$ cat config.mk
export PLATFORM = sky130hd
export DESIGN_NAME = rwc_reset_ctrl
export DESIGN_NICKNAME = d
export VERILOG_FILES = /design/src/rwc_pkg.sv /design/src/rwc_reset_ctrl.sv /design/src/rwc_sync.sv /design/src/rwc_watchdog.sv
export SDC_FILE = /design/constraint.sdc
export NUM_CORES = 1
export LEC_CHECK = 0
export CAP_MARGIN = 20
export CELL_PAD_IN_SITES_DETAIL_PLACEMENT = 2
export CELL_PAD_IN_SITES_GLOBAL_PLACEMENT = 2
export CORE_AREA = 2 2 135 164
export DETAILED_ROUTE_END_ITERATION = 10
export DIE_AREA = 0 0 137 166
export DONT_BUFFER_PORTS = 1
export PLACE_DENSITY = 0.67
export REMOVE_ABC_BUFFERS = 1
export SLEW_MARGIN = 40
export SYNTH_ARGS = -nofsm -noshare
export SYNTH_HDL_FRONTEND = slang
export SYNTH_HIERARCHICAL = 1
export SYNTH_SLANG_ARGS = --single-unit
$ cat constraint.sdc
create_clock -name aclk -period 2 [get_ports aclk]
set_clock_uncertainty 0.1 [all_clocks]
set_input_delay 0.2 -clock aclk [delete_from_list [all_inputs] [get_ports aclk]]
set_output_delay 0.2 -clock aclk [all_outputs]
set_load 0.01 [all_outputs]
$ cat src/rwc_pkg.sv
// constants shared by the reset and watchdog control block
// Functional notes
// - fetch starts at fixed top reset location
// - reset forces control and status registers
// - peripherals disabled, pins inputs without pulls
// - seven reset sources, pin gated by enable
// - every source except debugger has flag
// - status shows cause of latest reset
// - every reset sets watchdog enable bit
// - cleared enable stops watchdog, no resets
// - status address write clears watchdog counter
// - watchdog counts 1 kHz clock cycles
// - select bit picks 32 or 256, long default
// - overflow while enabled causes system reset
// - options register write once after reset
// - first options write clears watchdog counter
// - watchdog holds during background debug mode
// - stop entry zeroes counter, restarts on exit
// - power-on sets power-on and low-voltage flags
// - stop without enable forces illegal opcode reset
package rwc_pkg;
    localparam int ADDR_W = 8;
    localparam logic [7:0] REG_STATUS = 8'h00;
    localparam logic [7:0] REG_OPTIONS = 8'h04;
    localparam logic [7:0] REG_PINCFG = 8'h08;
    localparam logic [7:0] REG_WDOG_COUNT = 8'h0C;
    // reset status flag positions
    localparam int ST_POR = 7;
    localparam int ST_PIN = 6;
    localparam int ST_WDOG = 5;
    localparam int ST_ILLEGAL_OPCODE_DETECT = 4;
    localparam int ST_ILLEGAL_ADDRESS_DETECT = 3;
    localparam int ST_LVD = 1;
    localparam logic [7:0] STATUS_RESET = 8'h82;
    // system options field positions
    localparam int OPT_WDOG_EN = 7;
    localparam int OPT_WDOG_LONG = 6;
    localparam int OPT_STOP_EN = 5;
    localparam int OPT_PIN_RST_EN = 0;
    localparam logic [7:0] OPTIONS_MASK = 8'hE1;
    localparam logic [7:0] OPTIONS_RESET = 8'hC1;
    localparam logic [23:0] PINCFG_RESET = 24'h000000;
    // watchdog overflow: 2^5 or 2^8 ticks of the 1 kHz clock
    localparam int WDOG_CNT_W = 8;
    localparam logic [7:0] WDOG_SHORT_LAST = 8'h1F;
    localparam logic [7:0] WDOG_LONG_LAST = 8'hFF;
    localparam logic [13:0] RESET_PC = 14'h3FFD;
    // least time the core is held in reset
    localparam int CLK_PERIOD_PS = 5000;
    localparam int RESET_HOLD_NS = 20;
    localparam int RESET_HOLD_CYCLES = (RESET_HOLD_NS * 1000 + CLK_PERIOD_PS - 1) / CLK_PERIOD_PS;
    localparam logic [2:0] RESET_HOLD = 3'(RESET_HOLD_CYCLES);
    localparam logic [1:0] RESP_OKAY = 2'h0;
    localparam logic [1:0] RESP_SLVERR = 2'h2;
    typedef enum logic {PM_RUN, PM_STOP} rwc_pmode_e;
endpackage

$ cat src/rwc_reset_ctrl.sv
// reset source gathering, reset status, system options and watchdog
//
// Design decisions made here: the register offsets and the AXI4-Lite register port.
`timescale 1ns/1ps
module rwc_reset_ctrl #(
    parameter int PERIPH_N = 8,
    parameter int PIN_N = 8
) (
    input wire logic aclk,
    input wire logic aresetn,
    input wire logic [7:0] awaddr,
    input wire logic [2:0] awprot,
    input wire logic awvalid,
    output logic awready,
    input wire logic [31:0] wdata,
    input wire logic [3:0] wstrb,
    input wire logic wvalid,
    output logic wready,
    output logic [1:0] bresp,
    output logic bvalid,
    input wire logic bready,
    input wire logic [7:0] araddr,
    input wire logic [2:0] arprot,
    input wire logic arvalid,
    output logic arready,
    output logic [31:0] rdata,
    output logic [1:0] rresp,
    output logic rvalid,
    input wire logic rready,
    input wire logic reset_pin_n,
    input wire logic power_on_detect,
    input wire logic low_voltage_detect,
    input wire logic clk_1khz,
    input wire logic illegal_opcode_detect,
    input wire logic illegal_address_detect,
    input wire logic debugger_forced_reset,
    input wire logic stop_request,
    input wire logic stop_wakeup,
    input wire logic background_debug_mode,
    output logic cpu_reset,
    output logic pc_load,
    output logic [13:0] reset_pc,
    output logic stop_mode,
    output logic [PERIPH_N-1:0] periph_enable,
    output logic [PIN_N-1:0] pin_pull_enable,
    output logic [PIN_N-1:0] pin_output_enable
);
    if (PERIPH_N < 1 || PERIPH_N > 8) $error("PERIPH_N must be 1..8");
    if (PIN_N < 1 || PIN_N > 8) $error("PIN_N must be 1..8");

    ////////////////////////////////////////////////////////////////////////
    // pin inputs and 1 kHz tick

    logic [3:0] pins_s;
    logic clk_1khz_s;
    logic pin_n_s;
    logic por_s;
    logic lvd_s;
    logic clk_1khz_prev;
    logic tick;

    rwc_sync #(.W(4), .INIT(4'h4)) u_sync (
        .aclk(aclk),
        .aresetn(aresetn),
        .din({clk_1khz, reset_pin_n, power_on_detect, low_voltage_detect}),
        .dout(pins_s)
    );

    assign clk_1khz_s = pins_s[3];
    assign pin_n_s = pins_s[2];
    assign por_s = pins_s[1];
    assign lvd_s = pins_s[0];
    assign tick = clk_1khz_s && !clk_1khz_prev;

    always_ff @(posedge aclk) begin
        if (!aresetn) begin
            clk_1khz_prev <= 1'b0;
        end else begin
            clk_1khz_prev <= clk_1khz_s;
        end
    end

    ////////////////////////////////////////////////////////////////////////
    // reset sources and reset sequencing

    logic [7:0] status;
    logic [7:0] options;
    logic opt_locked;
    logic wdog_timeout;
    logic [7:0] cause;
    logic any_src;
    logic [2:0] hold_cnt;
    logic [2:0] next_hold_cnt;
    logic [7:0] next_status;
    logic next_cpu_reset;
    logic next_pc_load;

    always_comb begin
        cause = 8'h00;
        cause[rwc_pkg::ST_POR] = por_s;
        cause[rwc_pkg::ST_LVD] = lvd_s || por_s;
        cause[rwc_pkg::ST_PIN] = !pin_n_s && options[rwc_pkg::OPT_PIN_RST_EN];
        cause[rwc_pkg::ST_WDOG] = wdog_timeout;
        cause[rwc_pkg::ST_ILLEGAL_OPCODE_DETECT] = illegal_opcode_detect
            || (stop_request && !options[rwc_pkg::OPT_STOP_EN]);
        cause[rwc_pkg::ST_ILLEGAL_ADDRESS_DETECT] = illegal_address_detect;
        // the debugger reset has no flag and leaves every flag clear
        any_src = (|cause) || debugger_forced_reset;
    end

    always_comb begin
        next_status = status;
        next_hold_cnt = hold_cnt;
        next_pc_load = 1'b0;
        if (any_src) begin
            next_status = cause;
            next_hold_cnt = rwc_pkg::RESET_HOLD;
        end else if (hold_cnt != 3'h0) begin
            next_hold_cnt = hold_cnt - 3'h1;
            next_pc_load = (hold_cnt == 3'h1);
        end
        next_cpu_reset = (next_hold_cnt != 3'h0);
    end

    always_ff @(posedge aclk) begin
        if (!aresetn) begin
            status <= rwc_pkg::STATUS_RESET;
            hold_cnt <= rwc_pkg::RESET_HOLD;
            cpu_reset <= 1'b1;
            pc_load <= 1'b0;
        end else begin
            status <= next_status;
            hold_cnt <= next_hold_cnt;
            cpu_reset <= next_cpu_reset;
            pc_load <= next_pc_load;
        end
    end

    assign reset_pc = rwc_pkg::RESET_PC;

    ////////////////////////////////////////////////////////////////////////
    // AXI4-Lite slave

    logic aw_full;
    logic w_full;
    logic [7:0] aw_q;
    logic [31:0] wd_q;
    logic [3:0] ws_q;
    logic do_write;
    logic next_aw_full;
    logic next_w_full;
    logic [7:0] next_aw_q;
    logic [31:0] next_wd_q;
    logic [3:0] next_ws_q;
    logic next_bvalid;
    logic [1:0] next_bresp;
    logic next_rvalid;
    logic [31:0] next_rdata;
    logic [1:0] next_rresp;
    logic [7:0] wdog_count;

    assign awready = !aw_full && !bvalid;
    assign wready = !w_full && !bvalid;
    assign arready = !rvalid;
    assign do_write = aw_full && w_full && !bvalid;

    always_comb begin
        next_aw_full = aw_full;
        next_w_full = w_full;
        next_aw_q = aw_q;
        next_wd_q = wd_q;
        next_ws_q = ws_q;
        next_bvalid = bvalid;
        next_bresp = bresp;
        if (awvalid && awready) begin
            next_aw_full = 1'b1;
            next_aw_q = awaddr;
        end
        if (wvalid && wready) begin
            next_w_full = 1'b1;
            next_wd_q = wdata;
            next_ws_q = wstrb;
        end
        if (do_write) begin
            next_aw_full = 1'b0;
            next_w_full = 1'b0;
            next_bvalid = 1'b1;
            case (aw_q)
                rwc_pkg::REG_STATUS,
                rwc_pkg::REG_OPTIONS,
                rwc_pkg::REG_PINCFG,
                rwc_pkg::REG_WDOG_COUNT: next_bresp = rwc_pkg::RESP_OKAY;
                default: next_bresp = rwc_pkg::RESP_SLVERR;
            endcase
        end else if (bvalid && bready) begin
            next_bvalid = 1'b0;
        end
    end

    always_comb begin
        next_rvalid = rvalid;
        next_rdata = rdata;
        next_rresp = rresp;
        if (arvalid && arready) begin
            next_rvalid = 1'b1;
            next_rresp = rwc_pkg::RESP_OKAY;
            case (araddr)
                rwc_pkg::REG_STATUS: next_rdata = {24'h000000, status};
                rwc_pkg::REG_OPTIONS: next_rdata = {24'h000000, options};
                rwc_pkg::REG_PINCFG: next_rdata = {8'h00,
                    8'(pin_output_enable), 8'(pin_pull_enable), 8'(periph_enable)};
                rwc_pkg::REG_WDOG_COUNT: next_rdata = {24'h000000, wdog_count};
                default: begin
                    next_rdata = 32'h00000000;
                    next_rresp = rwc_pkg::RESP_SLVERR;
                end
            endcase
        end else if (rvalid && rready) begin
            next_rvalid = 1'b0;
        end
    end

    always_ff @(posedge aclk) begin
        if (!aresetn) begin
            aw_full <= 1'b0;
            w_full <= 1'b0;
            aw_q <= 8'h00;
            wd_q <= 32'h00000000;
            ws_q <= 4'h0;
            bvalid <= 1'b0;
            bresp <= rwc_pkg::RESP_OKAY;
            rvalid <= 1'b0;
            rdata <= 32'h00000000;
            rresp <= rwc_pkg::RESP_OKAY;
        end else begin
            aw_full <= next_aw_full;
            w_full <= next_w_full;
            aw_q <= next_aw_q;
            wd_q <= next_wd_q;
            ws_q <= next_ws_q;
            bvalid <= next_bvalid;
            bresp <= next_bresp;
            rvalid <= next_rvalid;
            rdata <= next_rdata;
            rresp <= next_rresp;
        end
    end

    ////////////////////////////////////////////////////////////////////////
    // system options, pin configuration, power mode

    logic [7:0] next_options;
    logic next_opt_locked;
    logic [23:0] pincfg;
    logic [23:0] next_pincfg;
    logic wdog_clear;
    rwc_pkg::rwc_pmode_e pmode;
    rwc_pkg::rwc_pmode_e next_pmode;

    always_comb begin
        next_options = options;
        next_opt_locked = opt_locked;
        next_pincfg = pincfg;
        next_pmode = pmode;
        wdog_clear = 1'b0;
        if (any_src) begin
            // a system reset wins over any write in the same cycle
            next_options = rwc_pkg::OPTIONS_RESET;
            next_opt_locked = 1'b0;
            next_pincfg = rwc_pkg::PINCFG_RESET;
            next_pmode = rwc_pkg::PM_RUN;
            wdog_clear = 1'b1;
        end else begin
            if (do_write && aw_q == rwc_pkg::REG_STATUS) begin
                wdog_clear = 1'b1;
            end
            if (do_write && aw_q == rwc_pkg::REG_OPTIONS && ws_q[0] && !opt_locked) begin
                next_options = wd_q[7:0] & rwc_pkg::OPTIONS_MASK;
                next_opt_locked = 1'b1;
                wdog_clear = 1'b1;
            end
            if (do_write && aw_q == rwc_pkg::REG_PINCFG) begin
                for (int b = 0; b < 3; b++) begin
                    if (ws_q[b]) next_pincfg[8*b +: 8] = wd_q[8*b +: 8];
                end
            end
            case (pmode)
                rwc_pkg::PM_RUN: begin
                    if (stop_request) next_pmode = rwc_pkg::PM_STOP;
                end
                rwc_pkg::PM_STOP: begin
                    if (stop_wakeup) next_pmode = rwc_pkg::PM_RUN;
                end
                default: next_pmode = rwc_pkg::PM_RUN;
            endcase
        end
    end

    always_ff @(posedge aclk) begin
        if (!aresetn) begin
            options <= rwc_pkg::OPTIONS_RESET;
            opt_locked <= 1'b0;
            pincfg <= rwc_pkg::PINCFG_RESET;
            pmode <= rwc_pkg::PM_RUN;
        end else begin
            options <= next_options;
            opt_locked <= next_opt_locked;
            pincfg <= next_pincfg;
            pmode <= next_pmode;
        end
    end

    assign stop_mode = (pmode == rwc_pkg::PM_STOP);
    assign periph_enable = pincfg[PERIPH_N-1:0];
    assign pin_pull_enable = pincfg[8 +: PIN_N];
    assign pin_output_enable = pincfg[16 +: PIN_N];

    ////////////////////////////////////////////////////////////////////////
    // watchdog

    rwc_watchdog #(.CNT_W(rwc_pkg::WDOG_CNT_W)) u_wdog (
        .aclk(aclk),
        .aresetn(aresetn),
        .tick(tick),
        .clear(wdog_clear),
        .enable(options[rwc_pkg::OPT_WDOG_EN]),
        .long_sel(options[rwc_pkg::OPT_WDOG_LONG]),
        .freeze(background_debug_mode),
        .stop(stop_mode),
        .count(wdog_count),
        .timeout(wdog_timeout)
    );
endmodule

$ cat src/rwc_sync.sv
// three-stage synchroniser for asynchronous pin levels
`timescale 1ns/1ps
module rwc_sync #(
    parameter int W = 1,
    parameter logic [W-1:0] INIT = '0
) (
    input wire logic aclk,
    input wire logic aresetn,
    input wire logic [W-1:0] din,
    output logic [W-1:0] dout
);
    logic [W-1:0] s1;
    logic [W-1:0] s2;
    logic [W-1:0] s3;
    logic [W-1:0] next_dout;

    if (W < 1) $error("rwc_sync needs W >= 1");

    // a bit changes only once stages two and three agree
    always_comb begin
        for (int i = 0; i < W; i++) begin
            next_dout[i] = (s2[i] == s3[i]) ? s3[i] : dout[i];
        end
    end

    always_ff @(posedge aclk) begin
        if (!aresetn) begin
            s1 <= INIT;
            s2 <= INIT;
            s3 <= INIT;
            dout <= INIT;
        end else begin
            s1 <= din;
            s2 <= s1;
            s3 <= s2;
            dout <= next_dout;
        end
    end
endmodule

$ cat src/rwc_watchdog.sv
// watchdog counter advanced by 1 kHz ticks
`timescale 1ns/1ps
module rwc_watchdog #(
    parameter int CNT_W = rwc_pkg::WDOG_CNT_W
) (
    input wire logic aclk,
    input wire logic aresetn,
    input wire logic tick,
    input wire logic clear,
    input wire logic enable,
    input wire logic long_sel,
    input wire logic freeze,
    input wire logic stop,
    output logic [CNT_W-1:0] count,
    output logic timeout
);
    logic [CNT_W-1:0] next_count;
    logic next_timeout;
    logic [CNT_W-1:0] last;

    if (CNT_W < 8) $error("rwc_watchdog needs CNT_W >= 8");

    always_comb begin
        last = long_sel ? CNT_W'(rwc_pkg::WDOG_LONG_LAST)
                        : CNT_W'(rwc_pkg::WDOG_SHORT_LAST);
        next_count = count;
        next_timeout = 1'b0;
        if (clear || stop || !enable) begin
            next_count = '0;
        end else if (tick && !freeze) begin
            if (count == last) begin
                next_count = '0;
                next_timeout = 1'b1;
            end else begin
                next_count = count + CNT_W'(1);
            end
        end
    end

    always_ff @(posedge aclk) begin
        if (!aresetn) begin
            count <= '0;
            timeout <= 1'b0;
        end else begin
            count <= next_count;
            timeout <= next_timeout;
        end
    end
endmodule

Word-level counts from Yosys, hierarchy flattened
Cells that the tools add are included.
Storage, ports and cells
  logic and storage cells: 116
  register bits: 142
  input bits: 75
Cells by class
  $add $sub $neg: 2
  multiplexer cells: 18
  equal/unequal tests: 12
  bitwise logic cells: 4
  reductions and logical operators: 50
Operators with widths (count)
  case mux 24 bit (4 select lines): 1
  equality test 8 x 4 -> 1 bit (second input constant): 4
  logical AND 1 bit: 18
  equality test 8 x 3 -> 1 bit (second input constant): 2
  logical NOT 8 bit: 2
  2-to-1 mux 8 bit: 2
  logical NOT 1 bit: 10
  2-to-1 mux 1 bit: 10
  adder 8 x 1 -> 8 bit (second input constant): 1
  equality test 8 bit: 1
  OR reduction 4 bit: 2
  2-to-1 mux 3 bit: 2
  AND reduction 2 bit: 3
  nonzero test 3 bit: 2
  OR reduction 2 bit: 3
  OR reduction 3 bit: 2
  OR reduction 6 bit: 1
  logical OR 1 bit: 5
  equality test 1 bit: 4
  2-to-1 mux 2 bit: 2
  inverter 1 bit: 4
  nonzero test 2 bit: 2
  equality test 3 x 1 -> 1 bit (second input constant): 1
  subtractor 3 x 1 -> 3 bit (second input constant): 1
  case mux 1 bit (2 select lines): 1

Logic depth before layout (Yosys ltp)
Gate-level depths: netlist (run 1).
  depth after elaboration: 10
  depth in mapped cells: 7

Modules after synthesis
Netlist (run 1), hierarchy kept.
By module, submodules not included
  rwc_reset_ctrl: area each 4300.4 um^2, cells each 457, times used 1
  rwc_sync: area each 475.5 um^2, cells each 41, times used 1
  rwc_watchdog: area each 436.7 um^2, cells each 47, times used 1

Worst setup path after synthesis (run 1)
OpenSTA, ideal clock, no wires.
  path type: register to register
  start: register aw_q[4]
  end: register pincfg[0]
  clock period less this slack: 1.986 ns
  arrival time: 1.771 ns
  required time: 1.785 ns
  slack: 0.014 ns
  cell stages (with the launch flop): 6
  path buffers: 1
  cells stage by stage: dfxtp_1 > or4_4 > buf_6 > nor4_4 > mux2i_1 > nor2_2
Between the ends
  longest elaborated chain between the ends: 3
RTL lines
  start: declaration: line rwc_reset_ctrl.sv:146  | logic [7:0] aw_q;
  start signal: assignment: line rwc_reset_ctrl.sv:238  | aw_q <= next_aw_q;
  equality test 8 x 4 -> 1 bit: line rwc_reset_ctrl.sv:282  | if (do_write && aw_q == rwc_pkg::REG_PINCFG) begin
  logical AND 1 bit: line rwc_reset_ctrl.sv:282
  AND reduction 2 bit (no source line)
  end signal: assignment: line rwc_reset_ctrl.sv:303  | pincfg <= rwc_pkg::PINCFG_RESET;
  end signal: assignment: line rwc_reset_ctrl.sv:308  | pincfg <= next_pincfg;
  end: declaration: line rwc_reset_ctrl.sv:254  | logic [23:0] pincfg;
No other way between the ends.
A chain may end at the register's enable or synchronous reset.

Final worst setup path (run 1)
  start: register aw_q[4]
  end: register pincfg[11]
Same word-level chain as after synthesis.

==> flow_metrics.env, run 1 <==
export IMPL_drt_wl_total_mm=16.6
export IMPL_clockBufferDepth=2
export IMPL_die_x_um=137
export IMPL_die_h_um=166
export IMPL_initial_utilization_pct=24.5
export IMPL_place_congestion=0.798
export IMPL_top_usage_layer="met2"
export IMPL_path_cells="or4_4, buf_6, nor4_4, buf_12, mux2i_4, nor2_2"
export IMPL_crit_path_end_kind="register"
export IMPL_final_cell_mix="dfxtp_1, nand2_1, dlygate4sd3_1, a21oi_1, nor2_2"
export IMPL_final_common_cell="dfxtp_1"
export IMPL_min_period_ns=1.99
export IMPL_clkLatencyLatePin_ns=0.42
export IMPL_vdd_drop_max_mv=0.554
export IMPL_clk_pin_slew_ns=0.06
export IMPL_power_density_nw_per_um2=901
export IMPL_fin_crit_sh_pct=99.5
export IMPL_grt_pass1_vias=4647
export IMPL_yosysTopAreaCell="dfxtp_1"
export IMPL_crit_start="aw_q[4]$_SDFFE_PN0P_"
export IMPL_cts_tree="built"
export IMPL_path_delay_family="simple AND/OR/NAND/NOR gates"
export IMPL_die_area_sq_um=22700
export IMPL_p_leak_uw=0.00237
export IMPL_post_drt_wl_per_cell_um=18.4
export IMPL_antenna_found_initial=1
export IMPL_hp_start="aresetn"
export IMPL_yosys_warnings=6
export IMPL_final_util_pct=31.7
export IMPL_rr_startpoint="aw_q[4]$_SDFFE_PN0P_"
export IMPL_hp_class="primary input to register"
export IMPL_use_met1_pct=15.9
export IMPL_dr_total_vias=4109
export IMPL_grt_max_degree=37
export IMPL_ys_seq_area_share_pct=50.7
export IMPL_critical_path_buf_inv_count=2
export IMPL_viasPerCell=4.57
export IMPL_clockRootBuffer="clkbuf_16"
export IMPL_start_kind="register"
export IMPL_ys_types=51
export IMPL_port_buffers=0
export IMPL_max_stage_delay_ns=0.57
export IMPL_syn2layout_area_growth_pct=29.2
export IMPL_drc=0
export IMPL_core_area_sq_um=21300
export IMPL_grtUsageMet3_pct=3.85
export IMPL_finalMaxSlewViolations=0
export IMPL_finalNetCount=691
export IMPL_grt_pass1_wl_mm=25.6
export IMPL_critPathKind="register to register"
export IMPL_cts_sinks=132
export IMPL_cap_violations=0
export IMPL_layout_drive_gt1_share_pct=19.7
export IMPL_max_freq_mhz=502
export IMPL_synth_area_top_cells="dfxtp_1, nand2_1, mux2i_1"
export IMPL_async_reset_ff_share_pct=0
export IMPL_outcome="complete, no violations"
export IMPL_final_fill_count=2341
export IMPL_avgSynthCellArea_sq_um=9.56
export IMPL_synth_flop_cell="dfxtp_1"
export IMPL_drt_iter0_drc=141
export IMPL_hold_viol_final=0
export IMPL_worstPathArrival_ns=2.19
export IMPL_ioPinCount=157
export IMPL_finalPower_uw=6070
export IMPL_grt_ovfl_total=0
export IMPL_numCtsBuffers=17
export IMPL_synth_area_sq_um=5210
export IMPL_synth_top_area_share_pct=50.7
export IMPL_netlist_instances=545
export IMPL_htree_levels=4
export IMPL_rsz0062_at_grt="true"
export IMPL_dr_pass1_iters=4
export IMPL_crit_fanout=8
export IMPL_cpMaxStageDelayCell="or4_4"
export IMPL_synth_seq_cells=132
export IMPL_ant_nets=0
export IMPL_dpl_hpwl_mm=11.0
export IMPL_cp_data_required_time_ns=2.20
export IMPL_met2_usage_pct=27.4
export IMPL_synth_edff_count=0
export IMPL_rows=59
export IMPL_setup_violations=0
export IMPL_grt_total_usage_pct=14.8
logic make-up (layout without fill, tap and decap cells):
kind of cell	after synthesis	after routing	synth area share, %
AOI/OAI and AO/OA	99	99	11.9
adders and majority gates	4	4	0.960
and+or+nand+nor	206	206	20.7
muxes	38	38	8.14
DFF	132	132	50.7
xor gates and xnor gates	3	3	0.504
other	2	25	0.144
buffers and inverters	61	118	6.94
worst register-to-register path: stages (launching register included):
cell	delay, ns
dfxtp_2	0.32
or4_4	0.57
buf_6	0.16
nor4_4	0.22
buf_12	0.20
mux2i_4	0.25
nor2_2	0.06
report_power, final:
part / internal, uW / leakage [uW] / switching [uW]
combinational: 182 / 0.00104 / 257
sequential: 2710 / 0.00107 / 53.5
clock: 1730 / 0.000260 / 1140
total: 4620 / 0.00237 / 1450
through the flow:
stage               TNS, ns  setup slack (ns)  hold slack [ns]  area (sq um)  instances
floorplan            -12.04            -0.609            0.172          4980        518
global placement    -0.0929           -0.0298            0.182          5530        814
detailed placement   -0.564           -0.0863            0.183          5530        814
CTS                       0           0.00930          0.00933          6660        898
global route         -0.452           -0.0628           0.0243          6740        899
finish                    0           0.00958           0.0300          6740        899
worst paths after layout:
check        slack (ns)  cells after the start                           end
max                0.01                      6       pincfg[11]$_SDFFE_PP0P_
min                0.03                      3  u_wdog/count[0]$_SDFFE_PP0P_
max reg2reg        0.01                      6       pincfg[11]$_SDFFE_PP0P_
min reg2reg        0.33                      1       u_sync/s2[0]$_SDFF_PN0_
what timing repair did:
item | in CTS | in global routing
pin swaps | 3 | 1
setup endpoints to repair | 24 | 24
resized for setup | 13 | 18
endpoints found under the hold margin | 76 | 0
hold buffers | 52 | 0
buffers inserted | 1 | 0
Yosys cell counts (2+ instances only):
cell type	number
ha_1	4
mux2_2	5
nor2_2	24
a211oi_1	7
a22o_1	16
clkbuf_1	17
and2_2	5
and3_1	2
nand2b_1	5
xnor2_1	3
nor3_1	5
buf_6	4
or3_1	3
nor2b_1	7
or4_1	4
buf_2	2
inv_1	11
nor4_4	4
a21boi_0	3
mux2i_1	30
and2_1	7
a21oi_1	45
mux4_2	3
conb_1	2
a22oi_1	3
o31ai_1	2
a31oi_1	3
buf_4	24
dfxtp_1	132
nand3_1	5
or4_4	2
nor2_1	24
nand3b_1	4
o21ai_0	15
nand2_1	97
final cells by class:
type	count	area, sq um	share of cell area [%]
diodes	1	2.50	0.0372
repair buffers	75	741	11.0
clock buffers	22	454	6.74
flip-flops and latches	132	2640	39.3
inverters	12	45.0	0.669
well taps	274	343	5.09
multi-input cells	374	2420	36.0
clock inverters	9	82.6	1.23
flip-flops by register name, summed over array words and instances, names as in the netlist, 4 cells and up:
register	count
u_wdog/count	8
u_sync/dout	4
u_sync/s2	4
options	4
u_sync/s3	4
u_sync/s1	4
wd_q	24
pincfg	24
status	6
rdata	24
aw_q	8
layer usage:
metal / vias to the layer above / share of wire [%]
li1: 1941 / -
met1: 2049 / 40
met2: 98 / 54
met3: 21 / 4.7
met4: 0 / 2.0
met5: - / 0
Power figures use the tool's default switching activity.
==> run 2: changes to the inputs <==
- ABC_AREA: unset -> 1
- CORE_AREA: 2 2 135 164 -> 2 2 137 166
- DIE_AREA: 0 0 137 166 -> 0 0 139 168
- PLACE_DENSITY: 0.67 -> 0.71
==> run 2 against run 1 <==
  * First-iteration DRC count grew 3.5%
  * Worst setup slack improved by 0.20 ns
  * Clock power up 6%
  * Sequential power grew 3%
  * Register-to-register slack gained 0.20 ns
  * Count of clock-buffer cells in the layout fell by 5
  * Critical endpoint is now pincfg[21]$_SDFFE_PP0P_
  * Final cell count increased by 19%
==> flow_metrics.env, run 2 <==
export IMPL_synthXorXnorAreaFrac_pct=0.327
export IMPL_die_x_um=139
export IMPL_yosys_area_share_adder_pct=0.934
export IMPL_cts_sinks=132
export IMPL_grt_pass1_vias=5108
export IMPL_ys_types=35
export IMPL_cp_data_required_time_ns=2.24
export IMPL_switchingPower_uw=1580
export IMPL_drt_iter0_drc=146
export IMPL_synth_seq_cells=132
export IMPL_worstPathArrival_ns=2.03
export IMPL_final_common_cell="nand2_1"
export IMPL_viasPerCell=4.44
export IMPL_reg_largest_list="pincfg (24), rdata (24), wd_q (24)"
export IMPL_drt_wl_total_mm=16.5
export IMPL_avgSynthCellArea_sq_um=7.43
export IMPL_yosys_warnings=6
export IMPL_fin_crit_sh_pct=89.5
export IMPL_clockRootBuffer="clkbuf_16"
export IMPL_place_congestion=0.744
export IMPL_rsz0062_at_grt="false"
export IMPL_ant_nets=0
export IMPL_r2r_end="pincfg[21]$_SDFFE_PP0P_"
export IMPL_final_cell_mix="nand2_1, dfxtp_1, nor2_1, a21oi_1, inv_1"
export IMPL_hold_path_cell_count=4
export IMPL_max_freq_mhz=558
export IMPL_dr_total_vias=4739
export IMPL_ioPinCount=157
export IMPL_drc=0
export IMPL_swShare_pct=24.9
export IMPL_p_leak_uw=0.00275
export IMPL_start_kind="register"
export IMPL_clockBufferDepth=2
export IMPL_synth_top_family_by_area="simple AND/OR/NAND/NOR gates"
export IMPL_synth_edff_count=0
export IMPL_dpl_hpwl_mm=11.3
export IMPL_finalMaxSlewViolations=0
export IMPL_hold_viol_final=0
export IMPL_comb_power_share_pct=7.5
export IMPL_yosys_top_cells_count="nand2_1, dfxtp_1, nor2_1"
export IMPL_ff2ff_setup_slack_ns=0.21
export IMPL_grt_pass1_wl_mm=26.8
export IMPL_initial_utilization_pct=24.4
export IMPL_synth_area_top_cells="dfxtp_1, nand2_1, nor2_1"
export IMPL_min_to="u_wdog/count[1]$_SDFFE_PP0P_"
export IMPL_core_area_sq_um=21900
export IMPL_synthSimpleGateAreaFrac_pct=25.8
export IMPL_die_area_sq_um=23400
export IMPL_crit_fanout=9
export IMPL_synthMuxAreaShare_pct=0
export IMPL_grt_max_degree=77
export IMPL_synth_flop_cell="dfxtp_1"
export IMPL_critPathKind="register to register"
export IMPL_outcome="complete, no violations"
export IMPL_power_density_nw_per_um2=943
export IMPL_hp_start="background_debug_mode"
export IMPL_netlist_instances=721
export IMPL_vdd_drop_max_mv=0.601
export IMPL_cts_tree="built"
export IMPL_syn2layout_area_growth_pct=25.2
export IMPL_die_h_um=168
export IMPL_htree_levels=4
export IMPL_rr_startpoint="aw_q[3]$_SDFFE_PN0P_"
export IMPL_hp_class="primary input to register"
export IMPL_power_share_sequential_pct=44.6
export IMPL_clk_pin_slew_ns=0.06
export IMPL_min_period_ns=1.79
export IMPL_grt_total_usage_pct=14.7
export IMPL_finalNetCount=856
export IMPL_dr_pass1_iters=4
export IMPL_finalPower_uw=6330
export IMPL_crit_path_end_kind="register"
export IMPL_setup_violations=0
export IMPL_synth_area_sq_um=5360
export IMPL_port_buffers=0
export IMPL_reg2regPathDepth=8
export IMPL_synth_top_area_share_pct=49.3
export IMPL_ys_seq_area_share_pct=49.3
export IMPL_final_util_pct=30.6
export IMPL_synth_compound_area_share_pct=12.9
export IMPL_numCtsBuffers=17
export IMPL_async_reset_ff_share_pct=0
export IMPL_yosysTopAreaCell="dfxtp_1"
export IMPL_cap_violations=0
export IMPL_antenna_found_initial=1
export IMPL_p_int_uw=4750
export IMPL_tightest_slew_ns=0.543
export IMPL_layout_drive_gt1_share_pct=9.14
export IMPL_slew_headroom_pct=63.7
export IMPL_post_drt_wl_per_cell_um=15.5
export IMPL_grt_ovfl_total=0
export IMPL_clkLatencyLatePin_ns=0.42
export IMPL_p_clk_share_pct=47.8
export IMPL_fin_tns_setup_ns=0
export IMPL_rows=60
export IMPL_synth_most_common_cell="nand2_1"
-- run 2: cell types whose count changed in the layout (fill, tap and decap cells not counted), sizes merged, moves of 6 or more --
cell	previous run	this run
nand3	6	37
or4	6	0
nor2b	7	0
a21oi	45	66
nand2	97	165
o21ai	15	62
inv	12	70
and2	12	0
mux2i	30	0
buf	24	13
nor2	48	113
a22o	16	0
a211oi	8	1
-- run 2: timing repair --
item                                    CTS  global route
buffers inserted                          0             2
hold buffers                             51             0
endpoints found under the setup margin    0             3
endpoints found under the hold margin    85             0
gates resized for setup                   0             3
-- run 2: per-layer routing --
layer,up-vias,GRT usage (%),routed length [um]
met3,17,4.35,870
met5,-,0,0
met4,0,4.44,196
met1,2256,16.2,6750
met2,112,27.0,8700
li1,2354,-,-
-- run 2: how the worst max path moves through the flow --
stage,slack (ns),end,depth (start not counted),start
after global routing,0.005,u_wdog/count[4]$_SDFFE_PP0P_,11,u_sync/dout[0]$_SDFFE_PN0N_
after global placement,0.20,u_wdog/count[4]$_SDFFE_PP0P_,11,u_sync/dout[1]$_SDFFE_PN0N_
after detailed placement,0.20,u_wdog/count[4]$_SDFFE_PP0P_,11,u_sync/dout[0]$_SDFFE_PN0N_
after CTS,0.13,u_wdog/count[4]$_SDFFE_PP0P_,11,u_sync/dout[1]$_SDFFE_PN0N_
final,0.21,pincfg[21]$_SDFFE_PP0P_,8,aw_q[3]$_SDFFE_PN0P_
after floorplan,0.22,wd_q[10]$_SDFFE_PN0P_,5,bvalid$_SDFFE_PN0P_
-- run 2: cell families (layout without fill, tap and decap cells) --
kind of cell / after synthesis / after routing
flip-flops: 132 / 132
adder cells (fa/ha/maj): 4 / 4
other: 2 / 25
AND/OR/NAND/NOR: 326 / 326
AO/OA/AOI/OAI: 135 / 135
XOR/XNOR: 2 / 2
buffers and inverters: 120 / 165
-- run 2: power groups by stage --
stage	Combinational, uW	Sequential, uW	Clock, uW
floorplan	253	2860	0
global placement	359	2880	0
detailed placement	373	2880	0
CTS	485	2830	3130
global route	548	2840	3270
finish	478	2830	3030
-- run 2: critical path: stages, from the launching register on --
cell and delay, ns:
dfxtp_1 0.32, inv_1 0.08, nor2_2 0.16, nand2_2 0.08
nor3_4 0.21, nand3_2 0.30, clkinv_2 0.23, nand2_1 0.07
a21oi_1 0.16
-- run 2: cell type report --
cell class	instances	area [sq um]
fill	2558	15200
sequential	132	2640
multi-input combinational	491	2230
timing repair buffer	63	643
clock buffer	17	425
tap	279	349
inverter	72	273
clock inverter	13	138
antenna	1	2.50
-- run 2: metrics by stage --
| step | hold slack, ns | std cells | setup slack [ns] | cell area [sq um] |
|---|---|---|---|---|
| finish | 0.0252 | 1068 | 0.209 | 6710 |
| CTS | 0.0104 | 1065 | 0.135 | 6690 |
| detailed placement | 0.188 | 984 | 0.199 | 5600 |
| floorplan | 0.169 | 695 | 0.217 | 5150 |
| global placement | 0.186 | 984 | 0.205 | 5600 |
| global route | 0.0211 | 1068 | 0.00503 | 6710 |
